## config.mk

```make
export PLATFORM = sky130hd
export DESIGN_NAME = ebc_top
export DESIGN_NICKNAME = d
export VERILOG_FILES = /design/src/ebc_pkg.sv /design/src/ebc_top.sv /design/src/ebc_arbiter.sv
export SDC_FILE = /design/constraint.sdc
export NUM_CORES = 1
export LEC_CHECK = 0
export BUFFER_PORTS_ARGS = -buffer_cell sky130_fd_sc_hd__buf_2
export CORE_MARGIN = 1.5
export CORE_UTILIZATION = 49
export DETAILED_ROUTE_END_ITERATION = 16
export PLACE_DENSITY = 0.76
export SETUP_SLACK_MARGIN = 0.15
export SYNTH_ARGS = -nofsm -noshare
export SYNTH_HDL_FRONTEND = slang
export SYNTH_SLANG_ARGS = --single-unit
```

## constraint.sdc

```tcl
create_clock -name mclk -period 6.3 [get_ports mclk]
set_input_delay 0.315 -clock mclk [delete_from_list [all_inputs] [get_ports mclk]]
set_output_delay 0.315 -clock mclk [all_outputs]
set_load 0.02 [all_outputs]
```

## src/ebc_pkg.sv

```systemverilog
// Constants, types and state codes of the external bus controller
package ebc_pkg;
  // ==========================================================
  // Widths
  localparam int ADDR_W = 24;
  localparam int DATA_W = 16;
  localparam int BYTE_W = 8;
  localparam int WAIT_W = 2;
  localparam int BASIC_AREAS = 8;
  localparam int BASIC_SEL_LSB = 21;
  localparam int BURST4_LSB = 3;
  localparam int BURST8_LSB = 4;

  // ==========================================================
  // Area windows, base and compare mask
  localparam logic [23:0] LARGE_BASE = 24'hF80000;
  localparam logic [23:0] LARGE_MASK = 24'hFC0000;
  localparam logic [23:0] MUXL_MASK = 24'hFF0000;
  localparam logic [23:0] CP_BASE = 24'hFFC000;
  localparam logic [23:0] CP_MASK = 24'hFFE000;
  localparam logic [23:0] IO_BASE = 24'hFFF000;
  localparam logic [23:0] IO_MASK = 24'hFFF800;

  // ==========================================================
  // Reset values
  localparam logic [23:0] RST_ADDR = 24'h000000;
  localparam logic [15:0] RST_DATA = 16'h0000;
  localparam logic RST_STROBE_N = 1'b1;
  localparam logic [1:0] RST_AD_OE = 2'h0;

  // ==========================================================
  // Types
  typedef enum logic [1:0] {
    AREA_BASIC = 2'h0,
    AREA_LARGE = 2'h1,
    AREA_CP = 2'h2,
    AREA_IO = 2'h3
  } ebc_area_t;

  typedef enum logic [8:0] {
    ST_IDLE = 9'h001,
    ST_GAP = 9'h002,
    ST_MA1 = 9'h004,
    ST_MA2 = 9'h008,
    ST_MAW = 9'h010,
    ST_T1 = 9'h020,
    ST_T2 = 9'h040,
    ST_TW = 9'h080,
    ST_T3 = 9'h100
  } ebc_state_t;

  typedef struct packed {
    logic mux_mode_select;
    logic mux_bus_wide;
    logic select_polarity_invert;
    logic hold_polarity_invert;
    logic addr_phase_wait_bit;
    logic io_window_enable;
    logic large_area_enable;
    logic cp_area_enable;
    logic idle_insert;
    logic burst_rom_enable;
    logic burst_two_state;
    logic burst_eight_words;
    logic [BASIC_AREAS-1:0] three_state;
    logic [BASIC_AREAS*WAIT_W-1:0] prog_waits;
  } ebc_cfg_t;

  typedef struct packed {
    logic valid;
    logic write;
    logic hi_en;
    logic lo_en;
    logic [ADDR_W-1:0] addr;
    logic [DATA_W-1:0] wdata;
  } ebc_req_t;
endpackage

```

## src/ebc_top.sv

```systemverilog
// External bus controller: area decode, access sequencer and pin drive
`timescale 1ns/1ps
// Operation
// - Multiplex select 0 gives normal extension, 1 gives multiplexed.
// - Normal mode: 256-kbyte area decoded by 18 lines plus its select.
// - Normal mode: CP area H'FFC000-H'FFDFFF, 13 lines plus CP select.
// - Normal mode: IO area H'FFF000-H'FFF7FF with the IO select.
// - Multiplexed: only 64-kbyte window, CP area and IO area reachable.
// - Multiplexed lines form an 8-line or a 16-line combined bus.
// - One bit inverts the three area selects, another the hold signal.
// - Multiplexed: 2-state address, data 2 states or 3 plus waits.
// - Address-phase wait bit adds one state to the address phase.
// - Each area chooses 2-state or 3-state accesses.
// - Each area in 3-state access inserts its own programmed number of waits.
// - Normal mode basic areas may burst with 1-state or 2-state cycles.
// - Normal mode may insert an idle state between read and write.
// - Arbiter grants the bus to CPU or transfer controller, one at once.
// - Address strobe only with IO enable 0, not for selected areas.
// - IO enable 1 asserts the IO select on IO area accesses.
// - CP enable 1 asserts the CP select on CP area accesses.
// - Large enable 1 asserts the large select on its accesses.
// - Read strobe is asserted on every external read.
// - Write strobes follow the byte lanes that carry data.
// - Hold marks the address on shared lines, which then carry data.
module ebc_top
  import ebc_pkg::*;
(
  input wire logic mclk,
  input wire logic rstn,
  input wire ebc_cfg_t cfg,
  input wire ebc_req_t cpu_req,
  input wire ebc_req_t tc_req,
  output logic cpu_done,
  output logic tc_done,
  output logic [DATA_W-1:0] rdata,
  output logic access_error,
  output logic bus_master_tc,
  output logic [ADDR_W-1:0] addr_out,
  input wire logic [DATA_W-1:0] data_in,
  output logic [DATA_W-1:0] data_out,
  output logic data_oe,
  input wire logic [DATA_W-1:0] muxed_addr_data_lines_in,
  output logic [DATA_W-1:0] muxed_addr_data_lines_out,
  output logic [1:0] muxed_addr_data_lines_oe,
  output logic address_strobe_n,
  output logic read_strobe_n,
  output logic upper_byte_write_strobe_n,
  output logic lower_byte_write_strobe_n,
  output logic large_area_select_n,
  output logic cp_area_select_n,
  output logic io_window_select_n,
  output logic address_hold_n,
  input wire logic wait_request_n
);
  // ==========================================================
  // Decode helpers
  function automatic logic hit(input logic [23:0] a,
                               input logic [23:0] base,
                               input logic [23:0] mask);
    hit = ((a & mask) == base);
  endfunction

  function automatic logic [WAIT_W-1:0] wait_of(
      input logic [BASIC_AREAS*WAIT_W-1:0] w,
      input logic [2:0] idx);
    wait_of = w[idx*WAIT_W +: WAIT_W];
  endfunction

  // Pin level of a select or hold under its polarity bit
  function automatic logic pin_level(input logic active,
                                     input logic flip);
    pin_level = ~active ^ flip;
  endfunction

  // Phase of a sequencer state, used on the state about to be entered
  function automatic logic addr_phase(input ebc_state_t s);
    addr_phase = (s == ST_MA1) | (s == ST_MA2) | (s == ST_MAW);
  endfunction

  function automatic logic data_phase(input ebc_state_t s);
    data_phase = (s == ST_T1) | (s == ST_T2) | (s == ST_TW) |
                 (s == ST_T3);
  endfunction

  // ==========================================================
  // Arbiter
  logic arb_start;
  logic arb_tc;

  ebc_arbiter u_arb (
    .mclk(mclk),
    .rstn(rstn),
    .cpu_valid(cpu_req.valid),
    .tc_valid(tc_req.valid),
    .release_bus(cpu_done | tc_done),
    .start(arb_start),
    .owner_tc(arb_tc)
  );

  // ==========================================================
  // State
  ebc_state_t state;
  ebc_state_t next_state;
  ebc_req_t held;
  logic [WAIT_W-1:0] wcnt;
  logic burst_cyc;
  logic last_read;
  logic [ADDR_W-1:0] last_addr;

  // ==========================================================
  // Access decode
  // The request in flight is held from the start edge; while idle the
  // incoming request is looked at so that pins settle with the first state.
  wire mux = cfg.mux_mode_select;
  wire ebc_req_t new_req = arb_tc ? tc_req : cpu_req;
  wire ebc_req_t cur_req = (state == ST_IDLE) ? new_req : held;
  wire [ADDR_W-1:0] ca = cur_req.addr;
  wire in_io = hit(ca, IO_BASE, IO_MASK);
  wire in_cp = hit(ca, CP_BASE, CP_MASK);
  wire in_large_n = hit(ca, LARGE_BASE, LARGE_MASK);
  wire in_large_m = hit(ca, LARGE_BASE, MUXL_MASK);
  wire in_large = mux ? in_large_m : in_large_n;
  wire ebc_area_t cur_area = in_io ? AREA_IO :
                             in_cp ? AREA_CP :
                             in_large ? AREA_LARGE : AREA_BASIC;
  // Basic space does not exist on the multiplexed bus
  wire unreach = mux & (cur_area == AREA_BASIC);
  wire [2:0] area_idx = ca[ADDR_W-1:BASIC_SEL_LSB];
  wire cur_three = cfg.three_state[area_idx];
  wire [WAIT_W-1:0] cur_waits = wait_of(cfg.prog_waits, area_idx);
  wire large_sel = (cur_area == AREA_LARGE) & cfg.large_area_enable;
  wire cp_sel = (cur_area == AREA_CP) & cfg.cp_area_enable;
  wire io_sel = (cur_area == AREA_IO) & cfg.io_window_enable;

  // ==========================================================
  // Burst and idle decisions
  // Burst is refused for the large and CP areas while their selects are
  // enabled, as those devices are not expected to be burst ROMs.
  wire burst_area = (cur_area == AREA_BASIC) |
                    ((cur_area == AREA_LARGE) & !cfg.large_area_enable) |
                    ((cur_area == AREA_CP) & !cfg.cp_area_enable);
  wire burst_ok = cfg.burst_rom_enable & !mux & burst_area;
  wire same_hi = (ca[ADDR_W-1:BURST8_LSB] ==
                  last_addr[ADDR_W-1:BURST8_LSB]);
  wire same_mid = (ca[BURST4_LSB] == last_addr[BURST4_LSB]);
  wire same_blk = same_hi & (cfg.burst_eight_words | same_mid);
  wire burst_hit = burst_ok & !cur_req.write & last_read & same_blk;
  wire need_idle = cfg.idle_insert & !mux & last_read &
                   cur_req.write;
  wire cur_burst = (state == ST_IDLE) ? burst_hit : burst_cyc;

  // Program waits and the pin are honoured together: a wait state is added while either asks
  wire stretch = (wcnt != 2'h0) | !wait_request_n;
  wire capture = (state == ST_IDLE) & arb_start;
  wire err_now = capture & unreach;

  // ==========================================================
  // Sequencer
  always_comb begin
    next_state = state;
    case (state)
      ST_IDLE: begin
        if (arb_start && !unreach) begin
          if (need_idle) begin
            next_state = ST_GAP;
          end else if (mux) begin
            next_state = ST_MA1;
          end else begin
            next_state = ST_T1;
          end
        end
      end
      ST_GAP: next_state = ST_T1;
      ST_MA1: next_state = ST_MA2;
      ST_MA2: begin
        if (cfg.addr_phase_wait_bit) begin
          next_state = ST_MAW;
        end else begin
          next_state = ST_T1;
        end
      end
      ST_MAW: next_state = ST_T1;
      ST_T1: begin
        if (burst_cyc && !cfg.burst_two_state) begin
          next_state = ST_IDLE;
        end else begin
          next_state = ST_T2;
        end
      end
      ST_T2: begin
        if (burst_cyc || !cur_three) begin
          next_state = ST_IDLE;
        end else if (stretch) begin
          next_state = ST_TW;
        end else begin
          next_state = ST_T3;
        end
      end
      ST_TW: begin
        if (stretch) begin
          next_state = ST_TW;
        end else begin
          next_state = ST_T3;
        end
      end
      ST_T3: next_state = ST_IDLE;
      default: next_state = ST_IDLE;
    endcase
  end

  wire finish = (state != ST_IDLE) & (next_state == ST_IDLE);
  wire wdec = (wcnt != 2'h0) &
              (((state == ST_T2) & cur_three & !burst_cyc) |
               (state == ST_TW));

  always_ff @(posedge mclk or negedge rstn) begin
    if (!rstn) begin
      state <= ST_IDLE;
    end else begin
      state <= next_state;
    end
  end

  always_ff @(posedge mclk or negedge rstn) begin
    if (!rstn) begin
      held <= '0;
      wcnt <= '0;
      burst_cyc <= 1'b0;
    end else if (capture) begin
      held <= new_req;
      wcnt <= cur_waits;
      burst_cyc <= burst_hit;
    end else if (wdec) begin
      wcnt <= wcnt - 2'h1;
    end
  end

  // Only completed accesses count as history for burst and idle choices
  always_ff @(posedge mclk or negedge rstn) begin
    if (!rstn) begin
      last_read <= 1'b0;
      last_addr <= RST_ADDR;
    end else if (finish) begin
      last_read <= !held.write;
      last_addr <= held.addr;
    end
  end

  // ==========================================================
  // Answer to the masters
  wire [BYTE_W-1:0] ad_lo_in = muxed_addr_data_lines_in[BYTE_W-1:0];
  wire [DATA_W-1:0] mux_rd = cfg.mux_bus_wide ? muxed_addr_data_lines_in :
                             {ad_lo_in, ad_lo_in};
  wire [DATA_W-1:0] rd_word = mux ? mux_rd : data_in;

  always_ff @(posedge mclk or negedge rstn) begin
    if (!rstn) begin
      cpu_done <= 1'b0;
      tc_done <= 1'b0;
      access_error <= 1'b0;
      rdata <= RST_DATA;
      bus_master_tc <= 1'b0;
    end else begin
      cpu_done <= (finish | err_now) & !arb_tc;
      tc_done <= (finish | err_now) & arb_tc;
      access_error <= err_now;
      bus_master_tc <= arb_tc;
      if (finish && !held.write) begin
        rdata <= rd_word;
      end
    end
  end

  // ==========================================================
  // Next pin values, taken from the state about to be entered
  wire in_addr = addr_phase(next_state);
  wire in_data = data_phase(next_state);
  wire act = in_addr | in_data;
  wire wr = cur_req.write;
  // A 3-state write holds its strobes off in the first state for setup
  wire wr_on = in_data & wr &
               !(cur_three & !cur_burst & (next_state == ST_T1));
  wire as_on = in_data & !cfg.io_window_enable &
               !large_sel & !cp_sel;
  wire inv = cfg.select_polarity_invert;
  wire n_large_n = pin_level(act & large_sel, inv);
  wire n_cp_n = pin_level(act & cp_sel, inv);
  wire n_io_n = pin_level(act & io_sel, inv);
  wire n_hold_n = pin_level(mux & in_addr,
                            cfg.hold_polarity_invert);
  wire [BYTE_W-1:0] wd_lo = (cfg.mux_bus_wide || cur_req.lo_en) ?
                            cur_req.wdata[BYTE_W-1:0] :
                            cur_req.wdata[DATA_W-1:BYTE_W];
  wire [DATA_W-1:0] n_ad_out = in_addr ? ca[DATA_W-1:0] :
                               {cur_req.wdata[DATA_W-1:BYTE_W], wd_lo};
  wire ad_drive = mux & (in_addr | (in_data & wr));
  wire [1:0] n_ad_oe = {ad_drive & cfg.mux_bus_wide, ad_drive};

  // ==========================================================
  // Address and data registers
  always_ff @(posedge mclk or negedge rstn) begin
    if (!rstn) begin
      addr_out <= RST_ADDR;
      data_out <= RST_DATA;
      data_oe <= 1'b0;
      muxed_addr_data_lines_out <= RST_DATA;
      muxed_addr_data_lines_oe <= RST_AD_OE;
    end else begin
      if (act) begin
        addr_out <= ca;
      end
      data_out <= cur_req.wdata;
      data_oe <= in_data & wr & !mux;
      muxed_addr_data_lines_out <= n_ad_out;
      muxed_addr_data_lines_oe <= n_ad_oe;
    end
  end

  // ==========================================================
  // Strobe and select registers
  always_ff @(posedge mclk or negedge rstn) begin
    if (!rstn) begin
      address_strobe_n <= RST_STROBE_N;
      read_strobe_n <= RST_STROBE_N;
      upper_byte_write_strobe_n <= RST_STROBE_N;
      lower_byte_write_strobe_n <= RST_STROBE_N;
      large_area_select_n <= RST_STROBE_N;
      cp_area_select_n <= RST_STROBE_N;
      io_window_select_n <= RST_STROBE_N;
      address_hold_n <= RST_STROBE_N;
    end else begin
      address_strobe_n <= !as_on;
      read_strobe_n <= !(in_data & !wr);
      upper_byte_write_strobe_n <= !(wr_on & cur_req.hi_en);
      lower_byte_write_strobe_n <= !(wr_on & cur_req.lo_en);
      large_area_select_n <= n_large_n;
      cp_area_select_n <= n_cp_n;
      io_window_select_n <= n_io_n;
      address_hold_n <= n_hold_n;
    end
  end
endmodule

```

## src/ebc_arbiter.sv

```systemverilog
// Bus mastership arbiter between the CPU and the transfer controller
`timescale 1ns/1ps
module ebc_arbiter
  import ebc_pkg::*;
(
  input wire logic mclk,
  input wire logic rstn,
  input wire logic cpu_valid,
  input wire logic tc_valid,
  input wire logic release_bus,
  output logic start,
  output logic owner_tc
);
  // ==========================================================
  // Ownership
  // The transfer controller wins a tie so that block moves are not
  // starved by back-to-back fetches of the CPU.
  logic busy;
  wire any_req = cpu_valid | tc_valid;

  always_ff @(posedge mclk or negedge rstn) begin
    if (!rstn) begin
      busy <= 1'b0;
      start <= 1'b0;
      owner_tc <= 1'b0;
    end else begin
      start <= 1'b0;
      if (busy) begin
        if (release_bus) begin
          busy <= 1'b0;
        end
      end else if (any_req) begin
        busy <= 1'b1;
        start <= 1'b1;
        owner_tc <= tc_valid;
      end
    end
  end
endmodule

```

## After elaboration in Yosys (flattened, before gate mapping)

Cells that the tools add are included.

| word-level totals | value |
|---|---|
| bits in registers | 170 |
| bits of input ports | 159 |
| logic and storage cells | 181 |

| operators by class | value |
|---|---|
| add/sub/neg operators | 1 |
| magnitude comparators | 1 |
| eq/ne operators | 26 |
| shifts and indexed selects | 1 |
| muxes and demuxes | 27 |
| bitwise gates (word level) | 64 |
| reduce and logical (&&, ||, !) cells | 30 |

Operator list:

| cell | number |
|---|---|
| $mux W43 | 2 |
| $pmux W9 S7 | 1 |
| $mux W16 | 3 |
| $and A1 B1 Y1 | 40 |
| $mux W9 | 4 |
| $eq A20 B20 Y1 | 1 |
| $logic_not A1 Y1 | 20 |
| $eq A9 B1 Y1 const B | 2 |
| $eq A9 B3 Y1 const B | 2 |
| $eq A9 B4 Y1 const B | 2 |
| $eq A9 B5 Y1 const B | 2 |
| $eq A9 B6 Y1 const B | 2 |
| $eq A9 B7 Y1 const B | 2 |
| $eq A9 B8 Y1 const B | 2 |
| $shiftx A16 B5 Y2 | 1 |
| $or A1 B1 Y1 | 15 |
| $eq A13 B13 Y1 const B | 1 |
| $mux W6 | 2 |
| $eq A11 B11 Y1 const B | 1 |
| $eq A9 B2 Y1 const B | 1 |
| $eq A9 B9 Y1 const B | 1 |
| $ne A9 B1 Y1 const B | 1 |
| $eq A8 B8 Y1 const B | 1 |
| $mux W1 | 8 |
| other kinds (18) | 33 |

## Depth between registers and ports, before layout

Gate-level depths: netlist (run 1).

| logic depth | value |
|---|---|
| depth in word-level cells | 23 |
| depth in mapped cells | 13 |
| mapped depth without buffers | 8 |

## Hierarchy

Synthesis (run 1) repeated with hierarchy kept, for this count alone.

| second synthesis, totals | value |
|---|---|
| cell total of the unflattened synthesis | 857 |
| area total of the unflattened synthesis | 8655.8 um^2 |

By module, submodules not included:

| module | times used | cells an instance | area an instance (um^2) | seq. area each (um^2) |
|---|---|---|---|---|
| ebc_top | 1 | 847 | 8544.4 | 4115.2 |
| ebc_arbiter | 1 | 10 | 111.4 | 75.1 |

## Worst setup path before layout (run 1)

No wires, ideal clock.

| path | value |
|---|---|
| path type | register to register |
| start | register state[0] |
| end | register rdata[10] |
| setup time | 125 ps |
| arrival | 3194 ps |
| required time | 6175 ps |
| setup slack | 2981 ps |
| cell stages (with the launch flop) | 12 |
| path buffers | 3 |
| clock period less this slack | 3319 ps |
| path through | dfstp_2 or4b_4 nor3_4 buf_4 mux2i_1 a41oi_1 nor4_1 o32ai_1 nor2b_1 buf_2 buf_2 mux2_2 |

| on the way | value |
|---|---|
| cells in the longest elaborated chain, start to end | 16 |
| elaborated cells on any way between the ends | 35 |
| classes of those cells | eq/ne: 14; mux: 11; bitwise: 3; reduce/logical: 7 |

RTL lines:

| item | line | RTL |
|---|---|---|
| start, declared | ebc_top.sv:102 | `ebc_state_t state;` |
| start signal, assigned | ebc_top.sv:220 | `state <= next_state;` |
| $eq A9 B1 Y1 | ebc_top.sv:116, ebc_top.sv:161 |  |
| $mux W43 | ebc_top.sv:116 | `wire ebc_req_t cur_req = (state == ST_IDLE) ? new_req : held;` |
| $eq A8 B8 Y1 / $eq A6 B6 Y1 (equally long branches) | ebc_top.sv:60 | `hit = ((a & mask) == base);` |
| $mux W1 | ebc_top.sv:122 | `wire in_large = mux ? in_large_m : in_large_n;` |
| $mux W1 | ebc_top.sv:125 | `in_large ? AREA_LARGE : AREA_BASIC;` |
| $mux W2 | ebc_top.sv:124 | `in_cp ? AREA_CP :` |
| $mux W2 | ebc_top.sv:123 | `wire ebc_area_t cur_area = in_io ? AREA_IO :` |
| $logic_not A2 Y1 | ebc_top.sv:127 | `wire unreach = mux & (cur_area == AREA_BASIC);` |
| $and A1 B1 Y1 | ebc_top.sv:127 |  |
| $logic_not A1 Y1 | ebc_top.sv:163 | `if (arb_start && !unreach) begin` |
| $logic_and A1 B1 Y1 | ebc_top.sv:163 |  |
| $mux W9 | ebc_top.sv:163 |  |
| $pmux W9 S7 | ebc_top.sv:161 | `case (state)` |
| $eq A9 B1 Y1 | ebc_top.sv:211 | `wire finish = (state != ST_IDLE) & (next_state == ST_IDLE);` |
| $and A1 B1 Y1 (*) | ebc_top.sv:211 |  |
| $logic_and A1 B1 Y1 (*) | ebc_top.sv:268 | `if (finish && !held.write) begin` |
| end signal, assigned | ebc_top.sv:269 | `rdata <= rd_word;` |
| end, declared | ebc_top.sv:35 | `output logic [DATA_W-1:0] rdata,` |

Every way passes the cells marked *; elsewhere a longest branch is shown, timed or not. The select of a mux whose other input is x is not followed.
A chain may end at the register's enable or synchronous reset.

## Final worst setup path (run 1)

| path | value |
|---|---|
| start | register state[0] |
| end | register addr_out[20] |

| on the way | value |
|---|---|
| cells in the longest elaborated chain, start to end | 18 |
| elaborated cells on any way between the ends | 44 |
| classes of those cells | eq/ne: 19; mux: 11; bitwise: 8; reduce/logical: 6 |

RTL lines:

| item | line | RTL |
|---|---|---|
| $eq A9 B1 Y1 | ebc_top.sv:116, ebc_top.sv:161 |  |
| $mux W43 | ebc_top.sv:116 |  |
| $eq A8 B8 Y1 / $eq A6 B6 Y1 (equally long branches) | ebc_top.sv:60 |  |
| $mux W1 | ebc_top.sv:122 |  |
| $mux W1 | ebc_top.sv:125 |  |
| $mux W2 | ebc_top.sv:124 |  |
| $mux W2 | ebc_top.sv:123 |  |
| $logic_not A2 Y1 | ebc_top.sv:127 |  |
| $and A1 B1 Y1 | ebc_top.sv:127 |  |
| $logic_not A1 Y1 | ebc_top.sv:163 |  |
| $logic_and A1 B1 Y1 | ebc_top.sv:163 |  |
| $mux W9 | ebc_top.sv:163 |  |
| $pmux W9 S7 | ebc_top.sv:161 |  |
| $eq A9 B6 Y1 / $eq A9 B7 Y1 (equally long branches) | ebc_top.sv:81 | `data_phase = (s == ST_T1) \| (s == ST_T2) \| (s == ST_TW) \|` |
| $or A1 B1 Y1 (3 in series) | ebc_top.sv:81 |  |
| $or A1 B1 Y1 | ebc_top.sv:278 | `wire act = in_addr \| in_data;` |
| end signal, assigned | ebc_top.sv:303 | `addr_out <= RST_ADDR;` |
| end signal, assigned | ebc_top.sv:310 | `addr_out <= ca;` |
| end, declared | ebc_top.sv:38 | `output logic [ADDR_W-1:0] addr_out,` |

Parallel ways exist; a longest one is shown, timed or not. The select of a mux whose other input is x is not followed.

==> results of run 1 <==
## worst max path at each step
| stage | from | endpoint | slack (ps) | cells after the start |
|---|---|---|---|---|
| after floorplan | state[0]$_DFF_PN1_ | rdata[10]$_DFFE_PN0P_ | 2980 | 11 |
| after global placement | state[0]$_DFF_PN1_ | addr_out[20]$_DFFE_PN0P_ | 1670 | 10 |
| after detailed placement | state[0]$_DFF_PN1_ | addr_out[20]$_DFFE_PN0P_ | 1540 | 10 |
| after CTS | state[0]$_DFF_PN1_ | addr_out[20]$_DFFE_PN0P_ | 1520 | 10 |
| after global routing | state[0]$_DFF_PN1_ | addr_out[20]$_DFFE_PN0P_ | 1280 | 10 |
| final | state[0]$_DFF_PN1_ | addr_out[20]$_DFFE_PN0P_ | 1530 | 10 |
## Yosys cell counts, drive strengths merged (4+ instances only)
master / n / area share, %
a211oi: 4 / 0.35
a21oi: 50 / 2.9
a31oi: 5 / 0.36
and3: 4 / 0.31
buf: 22 / 1.8
clkbuf: 24 / 1.0
dfrtp: 158 / 46
dfstp: 9 / 2.7
inv: 40 / 1.7
mux2: 63 / 8.4
mux2i: 95 / 11
mux4: 4 / 1.2
nand2: 68 / 3.0
nand2b: 8 / 0.61
nand3: 10 / 0.58
nand3b: 5 / 0.44
nand4: 5 / 0.36
nor2: 60 / 2.6
nor2b: 5 / 0.36
nor3: 12 / 0.83
nor4: 8 / 0.58
o2111ai: 4 / 0.41
o21ai: 58 / 3.4
o22ai: 4 / 0.29
o31ai: 5 / 0.44
or2: 8 / 0.58
xnor2: 20 / 2.0
xor2: 6 / 0.61
## worst max-delay path: stages (launching register included)
cell and delay [ps]:
dfstp_2 570, or4b_4 520, nor3_4 130, buf_4 380
mux2i_1 640, a41oi_1 150, nor4_1 610, o32ai_4 150
buf_4 280, nand2b_2 680, mux2_4 500
## layout make-up
cell class,instances,area (µm²),area share [%]
well taps,225,281.5,2.651
multi-input cells,556,4043,38.07
flip-flops and latches,167,4192,39.47
clock buffers,17,425.4,4.006
inverters,40,150.1,1.414
clock inverters,15,202.7,1.909
repair buffers,257,1325,12.48
## sequential cells by signal, summed over array words and instances (netlist names), 2 cells and up
signal                     flops
held                          43
addr_out                      24
last_addr                     21
data_out                      16
muxed_addr_data_lines_out     16
rdata                         16
state                          9
muxed_addr_data_lines_oe       2
wcnt                           2
## report_power, final
| part | switching [mW] | internal (mW) |
|---|---|---|
| sequential | 0.331 | 1.60 |
| clock | 0.493 | 0.611 |
| combinational | 1.95 | 1.34 |
| total | 2.78 | 3.54 |
## metrics by stage
step | utilization (%) | power [mW] | hold slack, ps
CTS | 61.61 | 6.346 | 30.84
global placement | 57.91 | 5.130 | 418.0
global route | 61.61 | 6.752 | 42.77
floorplan | - | 4.312 | 19.41
finish | 61.61 | 6.323 | 39.03
detailed placement | 57.91 | 5.227 | 421.8
## layer usage
| layer | global-route usage [%] | routed length, µm |
|---|---|---|
| met5 | 0 | 0 |
| met1 | 34.52 | 9935 |
| met3 | 4.040 | 1098 |
| met4 | 10.33 | 735 |
| met2 | 41.16 | 10750 |
## cell families after synthesis
| group | share of synthesized area (%) |
|---|---|
| AO/OA/AOI/OAI | 10.94 |
| XOR/XNOR | 2.648 |
| adder cells (fa/ha/maj) | 0.1455 |
| buffers and inverters | 4.626 |
| flip-flops | 48.72 |
| multiplexers | 20.66 |
| AND/OR/NAND/NOR | 12.26 |
## what timing repair did
action,in CTS,in global routing
hold buffers,1,0
setup endpoints to repair,0,0
endpoints found under the hold margin,74,0
==> impl_metrics.csv, run 1 <==
group,metric,value,unit
timing,fin_crit,4765,ps
logic_synthesis,synthesis.nets,969,
clock_tree,cts_resized,0,
floorplan,fp.dieW,135.5,µm
routing,wl_per_cell,17.63,µm
placement,gp_congestion,0.8303,
logic_synthesis,netlist_instances,809,
clock_tree,cts.sinks,167,
layout,nets,1199,
layout,diodes,0,
global_route,grt_max_degree,88,
layout,fillers,1420,
floorplan,die-area,0.01836,mm²
worst_hold_path,min_path_cells,2,
timing,finalHoldViolCount,0,
setup_path,path_class,"flop to flop",
floorplan,rows,48,
timing,setup_tns,0,ps
clock_tree,htreeDepth,4,
timing,fin_skew,8.547,ps
clock_tree,numCtsBuffers,17,
timing,min_period_over_period,75.64,%
power,powerDensity,595.4,mW/mm²
global_route,overflow,0,
global_route,grt_first_pass_wirelength,35560,µm
setup_path,worst-r2r-setup-slack,1530,ps
placement,pre_cts_slack,1543,ps
routing,wl,22510,µm
floorplan,initial_utilization,49.90,%
logic_synthesis,async_reset_ff_share,100.0,%
routing,drc_errors,0,
flow_run,max_cap_viol_count,0,
logic_synthesis,synth_seq_area_share,48.72,%
timing,max_freq,209.9,MHz
timing,slew_headroom,32.48,%
worst_hold_path,worstHoldStart,"cfg[32]",
timing,rsz0062_at_grt,"no",
power,ir_drop,0.2858,mV
routing,first_pass_iters,4,
worst_hold_path,holdCritPathClass,"input port to flop",
power,power_leakage,5.184,nW
setup_path,end_kind,"flop",
worst_hold_path,whs_endpoint,"address_hold_n$_DFF_PN1_",
clock_tree,cts_tree,"built",
timing,finalSetupViolCount,0,
timing,setup_slack,1535,ps
routing,vias,6981,
logic_synthesis,synth_area_per_cell,10.63,µm²
placement,dp.cells,1244,
clock_tree,cts.clk_slew.worst_paths,70,ps
global_route,grt_pass1_vias,6747,
logic_synthesis,netlist_area,0.008601,mm²
timing,tightest_slew,1013,ps
logic_synthesis,synth.ff_latch_count,167,
clock_tree,cts-root-buf,"clkbuf_16",
routing,drt_iter0_markers,464,
layout,final_common_cell,"buf_2",
layout,mostFrequentLayoutCells,"244 x buf_2, 157 x dfrtp_1, 95 x mux2i_1, 67 x nand2_1",
routing,vias_per_cell,5.467,
layout,fin_cells,1277,
routing,drtAntennaViolNets,0,
setup_path,r2r-start,"state[0]$_DFF_PN1_",
clock_tree,insertion_delay,430,ps
placement,hpwl,16570,µm
placement,dpl_cell_area,0.009981,mm²
logic_synthesis,synth_warnings,0,
global_route,antenna_found_initial,0,
layout,drive_above_1_share,36.50,%
floorplan,io_pins,246,
clock_tree,cts_buffer_depth,2,
logic_synthesis,synth_edf_count,0,
logic_synthesis,synth_cell_types,68,
global_route,grt_usage,25.51,%
floorplan,core_area,0.01724,mm²
timing,drv_slew,0,
setup_path,crit_fanout,31,
layout,syn_to_final_growth,23.46,%
run_status,outcome,"completed",
setup_path,start_kind,"flop",
floorplan,die_h,135.5,µm
logic_synthesis,synth_ff_type,"dfrtp_1",
setup_path,reg2regPathDepth,10,
setup_path,crit_required,6620,ps
setup_path,regToRegEndpoint,"addr_out[20]$_DFFE_PN0P_",
clock_tree,cts_setup_buffers,0,
layout,fin_area,0.01062,mm²
placement,numPortBuffers,245,
setup_path,worstPathArrival,5080,ps
Note: power is estimated with default switching activity, not from simulation.
==> inputs of run 2 (changes only) <==
--- a/config.mk
+++ b/config.mk
@@ -7,9 +7,9 @@
 export LEC_CHECK = 0
 export BUFFER_PORTS_ARGS = -buffer_cell sky130_fd_sc_hd__buf_2
 export CORE_MARGIN = 1.5
-export CORE_UTILIZATION = 49
+export CORE_UTILIZATION = 48
 export DETAILED_ROUTE_END_ITERATION = 16
-export PLACE_DENSITY = 0.76
+export PLACE_DENSITY = 0.78
 export SETUP_SLACK_MARGIN = 0.15
 export SYNTH_ARGS = -nofsm -noshare
 export SYNTH_HDL_FRONTEND = slang
==> constraint.sdc (replaced) <==
create_clock -name mclk -period 4.27 [get_ports mclk]
set_input_delay 0.2135 -clock mclk [delete_from_list [all_inputs] [get_ports mclk]]
set_output_delay 0.2135 -clock mclk [all_outputs]
set_load 0.02 [all_outputs]
==> run 2 against run 1 <==
  * Routed wire length rose by 2.5%
  * Critical path type unchanged
  * Register-to-register slack got worse by 1200 ps
  * Maximum frequency increased by 21%
  * Final cell count is 0.55% higher
==> impl_metrics.csv, run 2 (synthesis results as in run 1) <==
group,metric,value,unit
placement,dp.cells,1249,
timing,tightest_slew,808.2,ps
floorplan,core_area,0.01742,mm²
global_route,grt_usage,25.26,%
layout,nets,1206,
timing,fin_skew,10.21,ps
clock_tree,cts.sinks,167,
layout,largest_reg_flops,43,
floorplan,rows,48,
timing,setup_slack,332.6,ps
floorplan,die-area,0.01873,mm²
timing,max_freq,254.0,MHz
timing,setup_tns,0,ps
floorplan,io_pins,246,
placement,pre_cts_slack,214.6,ps
clock_tree,insertion_delay,430,ps
global_route,antenna_found_initial,0,
timing,rsz0062_at_grt,"no",
timing,drv_slew,0,
setup_path,path_class,"flop to flop",
floorplan,initial_utilization,49.38,%
timing,finalSetupViolCount,0,
global_route,grt_max_degree,90,
routing,drc_errors,0,
layout,syn_to_final_growth,23.35,%
setup_path,path_common_cell,"mux2i_1",
placement,numPortBuffers,245,
routing,first_pass_iters,5,
routing,vias,7076,
layout,fin_cells,1284,
clock_tree,numCtsBuffers,17,
clock_tree,cts.clk_slew.worst_paths,70,ps
worst_hold_path,holdCritPathClass,"input port to flop",
layout,mostFrequentLayoutCells,"244 x buf_2, 157 x dfrtp_1, 95 x mux2i_1, 67 x nand2_1",
global_route,grt_first_pass_wirelength,35620,µm
floorplan,die_h,136.9,µm
setup_path,end_kind,"flop",
power,ir_drop,0.4472,mV
layout,fillers,1486,
routing,wl,23070,µm
clock_tree,htreeDepth,4,
flow_run,max_cap_viol_count,0,
setup_path,crit_chain,"or4b_4, nor3_4, mux2i_1, a41oi_1, nor4_2, o32ai_4, nand2b_2, buf_4, mux2i_1",
layout,regMostFlops,"held",
clock_tree,cts_tree,"built",
setup_path,crit_fanout,15,
timing,min_period_over_period,92.21,%
routing,drt_iter0_markers,461,
power,power_leakage,5.179,nW
timing,finalHoldViolCount,0,
power,powerDensity,870.5,mW/mm²
setup_path,slowest_stage,"dfstp_2",
global_route,overflow,0,
run_status,outcome,"completed",
global_route,grt_pass1_vias,6776,
routing,vias_per_cell,5.511,
clock_tree,cts-root-buf,"clkbuf_16",
placement,hpwl,17110,µm
layout,diodes,0,
timing,holdWs,36.11,ps
routing,drtAntennaViolNets,0,
setup_path,start_kind,"flop",
placement,gp_congestion,0.9226,
clock_tree,cts_setup_buffers,0,
layout,final_common_cell,"buf_2",
setup_path,worstPathArrival,4210,ps
setup_path,crit_required,4540,ps
setup_path,max_stage_delay,570,ps
floorplan,fp.dieW,136.9,µm
timing,fin_crit,3937,ps
routing,wl_per_cell,17.97,µm
clock_tree,cts_buffer_depth,2,
layout,drive_above_1_share,36.64,%
timing,slew_headroom,46.12,%
layout,largest_registers,"held x43, addr_out x24, last_addr x21",
run 2: worst paths after layout:
path	from	end	slack, ps	depth (start not counted)
worst max-delay path	state[0]$_DFF_PN1_	addr_out[15]$_DFFE_PN0P_	330	9
max in group asynchronous	rstn	address_strobe_n$_DFF_PN1_	2760	3
worst max register to register	state[0]$_DFF_PN1_	addr_out[15]$_DFFE_PN0P_	330	9
worst min-delay path	tc_req[43]	u_arb.owner_tc$_DFFE_PN0P_	40	2
worst min register to register	u_arb.busy$_DFF_PN0_	u_arb.start$_DFF_PN0_	460	1
min in group asynchronous	rstn	u_arb.busy$_DFF_PN0_	410	2
run 2: area by class of cell:
| type | instances | area (µm²) | area share, % |
|---|---|---|---|
| Clock buffer | 19 | 432.9 | 4.081 |
| Clock inverter | 13 | 121.4 | 1.144 |
| Inverter | 40 | 150.1 | 1.415 |
| Multi-Input combinational cell | 556 | 4049 | 38.16 |
| Sequential cell | 167 | 4192 | 39.51 |
| Tap cell | 225 | 281.5 | 2.654 |
| Timing Repair Buffer | 264 | 1383 | 13.03 |
run 2: metrics by stage:
step	power [mW]	area (µm²)	utilization, %
floorplan	6.363	8601	-
global placement	7.597	10020	57.52
detailed placement	7.748	10020	57.52
CTS	9.242	10600	60.88
global route	9.820	10610	60.91
finish	9.235	10610	60.91
run 2: report_power, final:
part | internal (mW) | switching (mW)
registers | 2.36 | 0.503
logic | 2.00 | 2.93
clock network | 0.807 | 0.640
run 2: critical path, delay by kind of cell, from the launching register on:
family / cells / cell delay, ps
simple gates: 4 / 1950
flops: 1 / 570
compound gates: 2 / 450
buf+inv: 1 / 340
mux: 2 / 460
run 2: what timing repair did:
action                                 4_1_cts  5_1_grt
resized for setup                            0        1
hold buffers                                 3        0
endpoints found under the hold margin       90        0
setup endpoints to repair                    0       18
run 2: layer usage:
layer | vias to the layer above | routed length, µm | share of wire, % | track usage (%)
li1 | 3338 | - | - | -
met1 | 3414 | 9910 | 43 | 33.66
met2 | 291 | 11230 | 49 | 41.79
met3 | 33 | 1528 | 6.6 | 4.444
met4 | 0 | 400 | 1.7 | 8.480
met5 | - | 0 | 0 | 0
==> inputs of run 3 (changes only) <==
--- a/config.mk
+++ b/config.mk
@@ -7,9 +7,9 @@
 export LEC_CHECK = 0
 export BUFFER_PORTS_ARGS = -buffer_cell sky130_fd_sc_hd__buf_2
 export CORE_MARGIN = 1.5
-export CORE_UTILIZATION = 48
+export CORE_UTILIZATION = 49
 export DETAILED_ROUTE_END_ITERATION = 16
-export PLACE_DENSITY = 0.78
+export PLACE_DENSITY = 0.76
 export SETUP_SLACK_MARGIN = 0.15
 export SYNTH_ARGS = -nofsm -noshare
 export SYNTH_HDL_FRONTEND = slang
==> constraint.sdc (replaced) <==
create_clock -name mclk -period 4 [get_ports mclk]
set_input_delay 0.2 -clock mclk [delete_from_list [all_inputs] [get_ports mclk]]
set_output_delay 0.2 -clock mclk [all_outputs]
set_load 0.02 [all_outputs]
==> run 3 against run 2 <==
  * Clock power up 16%
  * First-iteration DRC count up 7.2%
  * Design area up 0.92%
  * Clock skew about the same
  * Clock-buffer cell count up 1
  * Largest cell class unchanged
==> impl_metrics.csv, run 3 (synthesis results as in run 1) <==
group,metric,value,unit
global_route,overflow,0,
routing,wl_met2,11380,µm
power,ir_drop,0.4549,mV
layout,largest_registers,"held x43, addr_out x24, last_addr x21",
power,powerDensity,942.6,mW/mm²
global_route,grt_pass1_vias,6952,
routing,wl_per_cell,18.01,µm
timing,finalHoldViolCount,0,
floorplan,initial_utilization,49.90,%
timing,tightest_slew,864.2,ps
global_route,grt_first_pass_wirelength,36560,µm
run_status,outcome,"completed",
power,power.switching,4.366,mW
placement,hpwl,17340,µm
routing,wl_met1,9972,µm
layout,mostFrequentLayoutCells,"244 x buf_2, 157 x dfrtp_1, 95 x mux2i_1, 67 x nand2_1",
routing,drc_errors,0,
clock_tree,cts_tree,"built",
routing,top_layer,"met4",
power,combinationalPowerShare,53.1,%
layout,fin_cells,1290,
layout,nets,1213,
clock_tree,cts.sinks,167,
timing,finalSetupViolCount,0,
power,seqPwrFrac,30.3,%
setup_path,slowest_stage,"nor4b_1",
setup_path,crit_fanout,10,
power,switching_share,43.26,%
routing,vias_per_cell,5.505,
timing,max_freq,277.2,MHz
power,p_int,5.726,mW
setup_path,crit_chain,"or4b_4, nor3_4, buf_4, buf_4, mux2_2, nor4b_1, a2bb2oi_1, o2111ai_1, o31ai_1, o2111ai_1",
global_route,grt_max_degree,95,
clock_tree,htreeDepth,4,
clock_tree,cts-root-buf,"clkbuf_16",
placement,pre_cts_slack,420.8,ps
floorplan,core_area,0.01724,mm²
timing,min_period_over_period,90.19,%
setup_path,crit_family,"simple AND/OR/NAND/NOR gates",
layout,syn_to_final_growth,24.48,%
placement,dp.cells,1256,
routing,first_pass_iters,5,
floorplan,fp.dieW,135.5,µm
clock_tree,cts.clk_slew.worst_paths,60,ps
setup_path,start_kind,"flop",
power,power_frac_clock,16.6,%
setup_path,crit_required,4340,ps
power,power_leakage,5.236,nW
layout,drive_above_1_share,36.90,%
global_route,grt_usage,26.29,%
clock_tree,numCtsBuffers,17,
clock_tree,insertion_delay,430,ps
layout,post-route-util,62.12,%
timing,holdWs,20.95,ps
timing,fin_crit,3608,ps
flow_run,max_cap_viol_count,0,
worst_hold_path,holdCritPathClass,"input port to flop",
setup_path,end_kind,"flop",
setup_path,path_class,"flop to flop",
floorplan,die_h,135.5,µm
placement,numPortBuffers,245,
timing,slew_headroom,42.39,%
timing,setup_tns,0,ps
global_route,antenna_found_initial,0,
timing,fin_skew,9.856,ps
timing,setup_slack,392.3,ps
routing,met3WireLength,1414,µm
setup_path,max_stage_delay,670,ps
layout,diodes,0,
floorplan,rows,48,
timing,rsz0062_at_grt,"no",
setup_path,worstPathArrival,3950,ps
layout,largest_reg_flops,43,
layout,fillers,1397,
routing,wl,23230,µm
routing,drtAntennaViolNets,0,
timing,drv_slew,0,
placement,gp_congestion,0.9667,
clock_tree,cts_buffer_depth,2,
floorplan,die-area,0.01836,mm²
layout,final_common_cell,"buf_2",
setup_path,cp_num_buf_inv,2,
routing,vias,7101,
floorplan,io_pins,246,
layout,regMostFlops,"held",
routing,drt_iter0_markers,494,
==> run 3: cell types whose count changed in the layout (fill, tap and decap cells not counted) <==
cell       previous run  this run
nand2b_2              1         0
buf_4                16        22
clkinv_4              4         2
bufinv_16             1         3
nor4_2                1         0
clkbuf_8              0         1
clkinv_2              3         2
nor4_1                7         8
inv_6                 3         2
buf_6                 1         2
nand2b_4              0         1
==> run 3: per-layer routing <==
| metal | global-route usage (%) | vias up |
|---|---|---|
| li1 | - | 3354 |
| met1 | 34.91 | 3439 |
| met2 | 43.59 | 274 |
| met3 | 4.976 | 34 |
| met4 | 8.542 | 0 |
| met5 | 0 | - |
==> run 3: final timing paths <==
| path | from | slack [ps] | depth (start not counted) | end |
|---|---|---|---|---|
| worst max register to register | state[0]$_DFF_PN1_ | 390 | 10 | upper_byte_write_strobe_n$_DFF_PN1_ |
| max in group asynchronous | rstn | 2520 | 3 | read_strobe_n$_DFF_PN1_ |
| min in group asynchronous | rstn | 400 | 2 | addr_out[23]$_DFFE_PN0P_ |
| worst min-delay path | wait_request_n | 20 | 3 | state[8]$_DFF_PN0_ |
| worst min register to register | u_arb.busy$_DFF_PN0_ | 460 | 1 | u_arb.start$_DFF_PN0_ |
| worst max-delay path | state[0]$_DFF_PN1_ | 390 | 10 | upper_byte_write_strobe_n$_DFF_PN1_ |
==> run 3: cell type report <==
class                      count  area [µm²]  area share (%)
multi-input combinational    556        4048           37.81
timing repair buffer         271        1439           13.44
clock inverter                11       150.1           1.402
tap                          225       281.5           2.629
inverter                      40       150.1           1.402
clock buffer                  20       446.7           4.172
sequential                   167        4192           39.15
==> run 3: through the flow <==
stage / total power, mW / instance area, µm²
floorplan: 6.792 / 8601
global placement: 8.198 / 10070
detailed placement: 8.357 / 10070
CTS: 10.08 / 10700
global route: 10.73 / 10710
finish: 10.09 / 10710
==> run 3: timing repair <==
action,CTS,global route
endpoints found under the setup margin,0,19
hold buffers,3,0
hold endpoints to repair,90,0
resized for setup,0,2
setup buffers,0,0
==> run 3: power groups by stage <==
stage / Sequential [mW] / Clock (mW) / Combinational, mW
final: 3.06 / 1.68 / 5.35
after floorplan: 3.43 / 0 / 3.36
after detailed placement: 3.07 / 0 / 5.28
after global placement: 3.05 / 0 / 5.15
after CTS: 3.06 / 1.70 / 5.32
after global routing: 3.16 / 1.78 / 5.79
==> run 3: worst reg2reg max path: stages (launching register included) <==
cell and delay, ps:
dfstp_2 570, or4b_4 520, nor3_4 210, buf_4 230, buf_4 220, mux2_2 370, nor4b_1 670, a2bb2oi_1 130
o2111ai_1 310, o31ai_1 160, o2111ai_1 150
